## config.mk

```make
export PLATFORM = sky130hd
export DESIGN_NAME = fms_readout_top
export DESIGN_NICKNAME = d
export VERILOG_FILES = /design/src/shared/fms_pkg.sv /design/src/design/fms_readout_top.sv /design/src/design/fms_tach_counter.sv
export SDC_FILE = /design/constraint.sdc
export NUM_CORES = 1
export LEC_CHECK = 0
export ABC_AREA = 1
export BUFFER_PORTS_ARGS = -buffer_cell sky130_fd_sc_hd__buf_4
export CORE_UTILIZATION = 63
export CTS_CLUSTER_DIAMETER = 50
export CTS_CLUSTER_SIZE = 14
export DETAILED_ROUTE_END_ITERATION = 10
export GPL_TIMING_DRIVEN = 0
export PLACE_DENSITY = 0.81
export SLEW_MARGIN = 20
export SYNTH_ARGS = -nofsm -noshare
export SYNTH_HDL_FRONTEND = slang
export SYNTH_SLANG_ARGS = --single-unit
```

## constraint.sdc

```tcl
create_clock -name sys_clk_in -period 7.1 [get_ports sys_clk_in]
set_clock_uncertainty 0.1 [all_clocks]
set_input_delay 0.71 -clock sys_clk_in [delete_from_list [all_inputs] [get_ports sys_clk_in]]
set_output_delay 0.71 -clock sys_clk_in [all_outputs]
set_load 0.01 [all_outputs]
```

## src/shared/fms_pkg.sv

```systemverilog
package fms_pkg;

  // ************************************************************
  // Timing
  // ************************************************************
  localparam int unsigned CLK_HZ     = 100_000_000;
  localparam int unsigned OSC_HZ     = 22_500;
  localparam int unsigned OSC_CYC    = CLK_HZ / OSC_HZ;
  localparam int unsigned SLOT_MS    = 90;
  localparam int unsigned SLOT_CYC   = SLOT_MS * (CLK_HZ / 1000);
  localparam int unsigned OSC_W      = 13;
  localparam int unsigned SLOT_W     = 24;

  // ************************************************************
  // Loop and value RAM layout
  // ************************************************************
  localparam logic [3:0]  NUM_SLOTS  = 4'hB;
  localparam logic [3:0]  FAN_FIRST  = 4'h8;
  localparam int unsigned NUM_FANS   = 3;
  localparam int unsigned VRAM_DEPTH = 32;
  localparam logic [7:0]  VRAM_BASE  = 8'h20;
  localparam logic [7:0]  CNT_MAX    = 8'hFF;

  // ************************************************************
  // Fan divisor codes: 0..3 select 1, 2, 4, 8
  // ************************************************************
  localparam logic [1:0]  DIV_RST    = 2'h1;
  localparam logic [1:0]  FAN3_DIV   = 2'h1;

  typedef enum logic [1:0] {
    FMS_IDLE  = 2'b00,
    FMS_START = 2'b01,
    FMS_WAIT  = 2'b11,
    FMS_HOLD  = 2'b10
  } fms_state_t;

  typedef enum logic [1:0] {
    FMS_TP_IDLE  = 2'b00,
    FMS_TP_SEEK  = 2'b01,
    FMS_TP_COUNT = 2'b11
  } fms_tach_ph_t;

  typedef struct packed {
    logic         s1;
    logic         s2;
    logic         prev;
    fms_tach_ph_t ph;
    logic [2:0]   pre;
    logic [7:0]   cnt;
    logic         done;
  } fms_tach_t;

  typedef struct packed {
    fms_state_t          st;
    logic [3:0]          slot;
    logic [SLOT_W-1:0]   slot_tmr;
    logic [OSC_W-1:0]    osc_cnt;
    logic                osc_tick;
    logic [1:0]          div1;
    logic [1:0]          div2;
    logic [NUM_FANS-1:0] arm;
    logic [VRAM_DEPTH-1:0][7:0] vram;
    logic [7:0]          rd_data;
    logic                rd_valid;
    logic                adc_start;
    logic                adc_abort;
    logic [3:0]          adc_chan;
    logic                loop_done;
    logic                running;
  } fms_top_t;

endpackage

```

## src/design/fms_readout_top.sv

```systemverilog
// Behaviour
// - Results kept in RAM, readable any time
// - A result read restarts the current conversion
// - Fast reads may starve status updates
// - Analog codes unsigned 8-bit, 16 mV step
// - Fan counts divided oscillator over one period
// - Fan count saturates at 255
// - Divisor 1, 2, 4 or 8; reset 2
// - Fans 1, 2 programmable; fan 3 fixed 2
// - Count equals 1.35e6 over RPM times divisor
// - Fixed round robin: temp, inputs, fans
// - Loop runs with start high, clear low
`timescale 1ns/10ps
module fms_readout_top #(
  parameter int unsigned OSC_CYC_P  = fms_pkg::OSC_CYC,
  parameter int unsigned SLOT_CYC_P = fms_pkg::SLOT_CYC
) (
  input  wire logic                        sys_clk_in,
  input  wire logic                        srst_in,
  input  wire logic                        start_in,
  input  wire logic                        int_clear_in,
  input  wire logic                        div_we_in,
  input  wire logic [1:0]                  fan_divisor_select1_in,
  input  wire logic [1:0]                  fan_divisor_select2_in,
  input  wire logic [fms_pkg::NUM_FANS-1:0] tach_in,
  input  wire logic                        adc_done_in,
  input  wire logic [7:0]                  adc_result_in,
  input  wire logic                        rd_req_in,
  input  wire logic [4:0]                  rd_addr_in,
  input  wire logic                        wr_req_in,
  input  wire logic [4:0]                  wr_addr_in,
  input  wire logic [7:0]                  wr_data_in,
  output logic      [7:0]                  rd_data_out,
  output logic                             rd_valid_out,
  output logic                             adc_start_out,
  output logic                             adc_abort_out,
  output logic      [3:0]                  adc_chan_out,
  output logic                             loop_done_out,
  output logic                             running_out,
  output logic      [1:0]                  div1_out,
  output logic      [1:0]                  div2_out
);
  import fms_pkg::*;

  // ************************************************************
  // Elaboration checks
  // ************************************************************
  if (OSC_CYC_P < 2 || OSC_CYC_P >= (1 << OSC_W)) begin : g_chk_osc
    $error("oscillator divide out of range");
  end
  if (SLOT_CYC_P < 2 || SLOT_CYC_P >= (1 << SLOT_W)) begin : g_chk_slot
    $error("slot length out of range");
  end

  localparam logic [OSC_W-1:0]  OSC_LAST  = OSC_W'(OSC_CYC_P - 1);
  localparam logic [SLOT_W-1:0] SLOT_LAST = SLOT_W'(SLOT_CYC_P - 1);

  fms_top_t                 st_r;
  fms_top_t                 st_nxt;
  logic [NUM_FANS-1:0][1:0] fan_div;
  logic [NUM_FANS-1:0][7:0] fan_cnt;
  logic [NUM_FANS-1:0]      fan_done;

  function automatic logic is_fan(input logic [3:0] slot);
    is_fan = (slot >= FAN_FIRST);
  endfunction

  function automatic logic [1:0] fan_idx(input logic [3:0] slot);
    logic [3:0] d;
    d       = slot - FAN_FIRST;
    fan_idx = d[1:0];
  endfunction

  // ************************************************************
  // Fan tach counters
  // ************************************************************
  assign fan_div[0] = st_r.div1;
  assign fan_div[1] = st_r.div2;
  assign fan_div[2] = FAN3_DIV;

  for (genvar i = 0; i < NUM_FANS; i++) begin : g_fan
    fms_tach_counter u_tach (
      .sys_clk_in  (sys_clk_in),
      .srst_in     (srst_in),
      .tach_in     (tach_in[i]),
      .tick_in     (st_r.osc_tick),
      .div_code_in (fan_div[i]),
      .arm_in      (st_r.arm[i]),
      .count_out   (fan_cnt[i]),
      .done_out    (fan_done[i])
    );
  end

  // ************************************************************
  // Sequencer, value RAM and host access
  // ************************************************************
  always_comb begin
    logic       run;
    logic       tmr_end;
    logic       adv;
    logic [1:0] fi;
    run              = start_in & ~int_clear_in;
    tmr_end          = (st_r.slot_tmr == SLOT_LAST);
    adv              = 1'b0;
    fi               = fan_idx(st_r.slot);
    st_nxt           = st_r;
    st_nxt.osc_tick  = 1'b0;
    st_nxt.rd_valid  = 1'b0;
    st_nxt.adc_start = 1'b0;
    st_nxt.adc_abort = 1'b0;
    st_nxt.arm       = '0;
    st_nxt.loop_done = 1'b0;
    st_nxt.running   = run;
    st_nxt.slot_tmr  = st_r.slot_tmr + SLOT_W'(1);

    // Base 22.5 kHz tick shared by all fans
    if (st_r.osc_cnt == OSC_LAST) begin
      st_nxt.osc_cnt  = '0;
      st_nxt.osc_tick = 1'b1;
    end else begin
      st_nxt.osc_cnt = st_r.osc_cnt + OSC_W'(1);
    end

    if (div_we_in) begin
      st_nxt.div1 = fan_divisor_select1_in;
      st_nxt.div2 = fan_divisor_select2_in;
    end

    // Host writes (limits) land before sequencer results
    if (wr_req_in) begin
      st_nxt.vram[wr_addr_in] = wr_data_in;
    end

    if (rd_req_in) begin
      st_nxt.rd_data  = st_r.vram[rd_addr_in];
      st_nxt.rd_valid = 1'b1;
    end

    case (st_r.st)
      FMS_IDLE: begin
        st_nxt.slot     = '0;
        st_nxt.slot_tmr = '0;
        if (run) begin
          st_nxt.st = FMS_START;
        end
      end
      FMS_START: begin
        st_nxt.slot_tmr = '0;
        if (is_fan(st_r.slot)) begin
          st_nxt.arm[fi] = 1'b1;
        end else begin
          st_nxt.adc_start = 1'b1;
          st_nxt.adc_chan  = st_r.slot;
        end
        st_nxt.st = FMS_WAIT;
      end
      FMS_WAIT: begin
        if (is_fan(st_r.slot)) begin
          if (tmr_end) begin
            // Unfinished period means slowest speed
            st_nxt.vram[st_r.slot] = fan_done[fi] ? fan_cnt[fi]
                                                  : CNT_MAX;
            adv = 1'b1;
          end
        end else if (adc_done_in) begin
          // Code stored as is: 16 mV per step, 0 to 4.08 V
          st_nxt.vram[st_r.slot] = adc_result_in;
          st_nxt.st = tmr_end ? FMS_START : FMS_HOLD;
          adv = tmr_end;
        end else if (tmr_end) begin
          // Converter never answered; keep old value, move on
          st_nxt.adc_abort = 1'b1;
          adv = 1'b1;
        end
      end
      FMS_HOLD: begin
        if (tmr_end) begin
          adv = 1'b1;
        end
      end
      default: st_nxt.st = FMS_IDLE;
    endcase

    if (adv) begin
      st_nxt.st = FMS_START;
      if (st_r.slot == NUM_SLOTS - 4'h1) begin
        st_nxt.slot      = '0;
        st_nxt.loop_done = 1'b1;
      end else begin
        st_nxt.slot = st_r.slot + 4'h1;
      end
    end

    // Read halts the converter and redoes this slot; a steady
    // stream of reads can therefore keep the loop from finishing
    if (rd_req_in && run && st_r.st != FMS_IDLE) begin
      st_nxt.adc_abort = ~is_fan(st_r.slot);
      st_nxt.slot      = st_r.slot;
      st_nxt.loop_done = 1'b0;
      st_nxt.st        = FMS_START;
    end

    // No new conversion or arm may leave while stopping
    if (!run) begin
      st_nxt.st        = FMS_IDLE;
      st_nxt.adc_start = 1'b0;
      st_nxt.arm       = '0;
      if (st_r.st == FMS_WAIT && !is_fan(st_r.slot)) begin
        st_nxt.adc_abort = 1'b1;
      end
    end

    // Value RAM survives reset; contents undefined at power on
    if (srst_in) begin
      st_nxt          = '0;
      st_nxt.vram     = st_r.vram;
      st_nxt.div1     = DIV_RST;
      st_nxt.div2     = DIV_RST;
    end
  end

  always_ff @(posedge sys_clk_in) begin
    st_r <= st_nxt;
  end

  // ************************************************************
  // Outputs
  // ************************************************************
  // Count = 1.35e6 / (RPM * div) falls out of the gated count
  assign rd_data_out   = st_r.rd_data;
  assign rd_valid_out  = st_r.rd_valid;
  assign adc_start_out = st_r.adc_start;
  assign adc_abort_out = st_r.adc_abort;
  assign adc_chan_out  = st_r.adc_chan;
  assign loop_done_out = st_r.loop_done;
  assign running_out   = st_r.running;
  assign div1_out      = st_r.div1;
  assign div2_out      = st_r.div2;

endmodule

```

## src/design/fms_tach_counter.sv

```systemverilog
`timescale 1ns/10ps
module fms_tach_counter (
  input  wire logic       sys_clk_in,
  input  wire logic       srst_in,
  input  wire logic       tach_in,
  input  wire logic       tick_in,
  input  wire logic [1:0] div_code_in,
  input  wire logic       arm_in,
  output logic      [7:0] count_out,
  output logic            done_out
);
  import fms_pkg::*;

  fms_tach_t st_r;
  fms_tach_t st_nxt;
  logic      rise;

  function automatic logic [2:0] div_last(input logic [1:0] code);
    case (code)
      2'h0:    div_last = 3'h0;
      2'h1:    div_last = 3'h1;
      2'h2:    div_last = 3'h3;
      default: div_last = 3'h7;
    endcase
  endfunction

  // Edge taken from second sync stage only
  assign rise = st_r.s2 & ~st_r.prev;

  always_comb begin
    st_nxt      = st_r;
    st_nxt.s1   = tach_in;
    st_nxt.s2   = st_r.s1;
    st_nxt.prev = st_r.s2;
    case (st_r.ph)
      FMS_TP_IDLE: begin
      end
      FMS_TP_SEEK: begin
        if (rise) begin
          st_nxt.ph = FMS_TP_COUNT;
        end
      end
      FMS_TP_COUNT: begin
        if (rise) begin
          st_nxt.ph   = FMS_TP_IDLE;
          st_nxt.done = 1'b1;
        end else if (tick_in) begin
          if (st_r.pre == div_last(div_code_in)) begin
            st_nxt.pre = 3'h0;
            if (st_r.cnt != CNT_MAX) begin
              st_nxt.cnt = st_r.cnt + 8'h01;
            end
          end else begin
            st_nxt.pre = st_r.pre + 3'h1;
          end
        end
      end
      default: st_nxt.ph = FMS_TP_IDLE;
    endcase
    if (arm_in) begin
      st_nxt.ph   = FMS_TP_SEEK;
      st_nxt.pre  = 3'h0;
      st_nxt.cnt  = 8'h00;
      st_nxt.done = 1'b0;
    end
    if (srst_in) begin
      st_nxt = '0;
    end
  end

  always_ff @(posedge sys_clk_in) begin
    st_r <= st_nxt;
  end

  assign count_out = st_r.cnt;
  assign done_out  = st_r.done;

endmodule

```

==> metrics.csv <==
metric;value;unit
status;finished, final reports clean;
async_reset_ff_share;0;%
timing.final.hold_violations;0;
finalMaxSlewViolations;0;
netlist_area;19000;um^2
dpl.hpwl;39600;um
cts_hold_buf;0;
grt_max_degree;55;
synth_edf_count;256;
synth_simple_gate_area_share;29.6;%
synth_mux_area_share;0.0527;%
p_sw_share;24.6;%
syn_avg_cell_area;8.33;um^2
drc;0;
cts_resized;0;
ir_drop;0.199;mV
holdPathStages;3;
seqPwrFrac;50.7;%
cp-start-kind;input port;
drt.antenna.violating_nets;0;
first_global_vias;16237;
worstPathMaxFanout;10;
antenna_found_initial;0;
ys_seq_elements;375;
grt_util_all_layers;36.9;%
vias_per_cell;6.20;
dr.pass1.iters;6;
worstSkewPairLatency;0.53;ns
vias;17302;
cap_viol_max_count;0;
syn2layout_area_growth;11.3;%
start_util;64.1;%
fmax;356;MHz
pin_count;62;
grt_pass1_wl;87600;um
drive_above_1_share;8.99;%
p_per_area;228;nW/um^2
power.total;0.00481;W
clockBufferDepth;3;
finalWirelength;56600;um
static-leakage-power;8.17;nW
rr_startpoint;st_r[318]$_SDFFE_PP0P_;
max_slew_margin;34.7;%
tns;0;ns
synthCells;2280;
r2r_cells;8;
wire_per_inst;20.3;um
yosys_warnings;0;
p_clk_share;40.8;%
rrSetupSlack;4.50;ns
cp.required;7.15;ns
hold_end;g_fan[2].u_tach.st_r[16]$_SDFF_PP0_;
cts_buffers;37;
die_h;176;um
p_comb_share;8.5;%
cts_tree;done;
htreeDepth;2;
cp.arrival;2.86;ns
fin_crit;2.81;ns
synth_top_family_by_area;simple AND/OR/NAND/NOR gates;
power_switching;0.00119;W
drtIter0Drc;2942;
die_x;176;um
port_buffers;56;
cts_setup_buffers;0;
core;29600;um^2
setup_viol;0;
n_antenna_cell;0;
hold_class;input port to flop;
gp_congestion;0.960;
yosys.area_share.adder;0.790;%
whs;0.279;ns
synth_compound_area_share;9.38;%
min-delay-start;tach_in[2];
reg2reg_to;st_r[86]$_DFFE_PN_;
fin_crit_sh;39.6;%
nets;2430;
die_area;30900;um^2
synth_cell_types;43;
synth_xor_xnor_area_share;1.38;%
ys.flop_type;edfxtp_1;
root_buffer;clkbuf_16;
syn-num-nets;2333;
clk_pin_slew_worst_paths;0.06;ns
clock-sinks;375;
rsz0062_at_grt;false;
criticalPathCategory;input port to flop;
p_int;0.00363;W
grt-ovfl-total;0;
ys_seq_area_share;53.0;%
rows;63;
endpoint_kind;flop;
tightest_slew;0.977;ns
[through the flow]
step / area, um^2 / utilization, % / std cells / setup slack, ns
global placement: 19900 / 67.2 / 2726 / -0.577
floorplan: 19000 / - / 2280 / 1.62
finish: 21200 / 71.4 / 2792 / 4.29
CTS: 21100 / 71.3 / 2792 / 4.34
global route: 21200 / 71.4 / 2792 / 4.22
detailed placement: 20000 / 67.4 / 2728 / 3.78
[final cells by class]
class,instances,area (um^2)
sequential,375,10100
fill,2298,8490
multi-input combinational,1648,7840
clock buffer,51,1060
buffer,125,604
inverter,132,495
tap,390,488
timing repair buffer,58,475
clock inverter,13,119
[worst max-delay path by stage]
stage	startpoint	end
2_1_floorplan	srst_in	rd_data_out[6]$_SDFFE_PP0P_
3_3_place_gp	srst_in	rd_data_out[6]$_SDFFE_PP0P_
3_5_place_dp	srst_in	flop
4_1_cts	srst_in	flop
5_1_grt	srst_in	flop
6_report	srst_in	flop
[kinds of logic after synthesis]
group | after synthesis
DFF | 375
AOI/OAI and AO/OA | 311
and+or+nand+nor | 1294
buffers and inverters | 257
adders and majority gates | 12
muxes | 1
xor gates and xnor gates | 30
[placed cells by master, fill, tap and decap left out, types with 20 or more instances in the layout]
| cell | count |
|---|---|
| clkbuf_16 | 40 |
| o211ai_1 | 73 |
| nor2_1 | 146 |
| dfxtp_1 | 119 |
| clkbuf_1 | 68 |
| a21oi_1 | 69 |
| edfxtp_1 | 256 |
| buf_4 | 73 |
| xor2_1 | 24 |
| nand2_1 | 738 |
| o21ai_0 | 151 |
| nand4_1 | 56 |
| nor3_1 | 20 |
| nand3_1 | 280 |
| inv_1 | 122 |
| buf_2 | 28 |
[synth_stat cells, types with 21 or more instances]
library cell  count  area share (%)
dfxtp_1         119              13
buf_2            28            0.74
nand2_1         738              15
o211ai_1         73             2.9
inv_1           121             2.4
edfxtp_1        256              40
xor2_1           24             1.1
nor2_1          146             2.9
nor3_1           21            0.55
o21ai_0         151             4.0
nand4_1          56             1.8
clkbuf_1         60             1.2
a21oi_1          69             1.8
nand3_1         280             7.4
[per-layer routing]
layer,vias to the layer above,wire length [um],GRT usage [%]
met5,-,0,0
met4,0,3030,18.9
met3,236,6510,6.97
met2,1125,26100,59.9
met1,7953,21000,47.4
li1,7988,-,-
[power by group through the flow]
stage / Combinational [W] / Sequential [W] / Clock, W
global placement: 0.000381 / 0.00249 / 0
detailed placement: 0.000394 / 0.00248 / 0
global route: 0.000444 / 0.00244 / 0.00204
finish: 0.000411 / 0.00244 / 0.00196
CTS: 0.000397 / 0.00244 / 0.00195
floorplan: 0.000242 / 0.00248 / 0
[critical path, cell delays in order]
cell and delay, ns:
clkbuf_2 0.18, inv_1 0.43, clkbuf_1 0.52, nand2_1 0.23, nor2_1 0.78
Note: power is estimated with default switching activity, not from simulation.
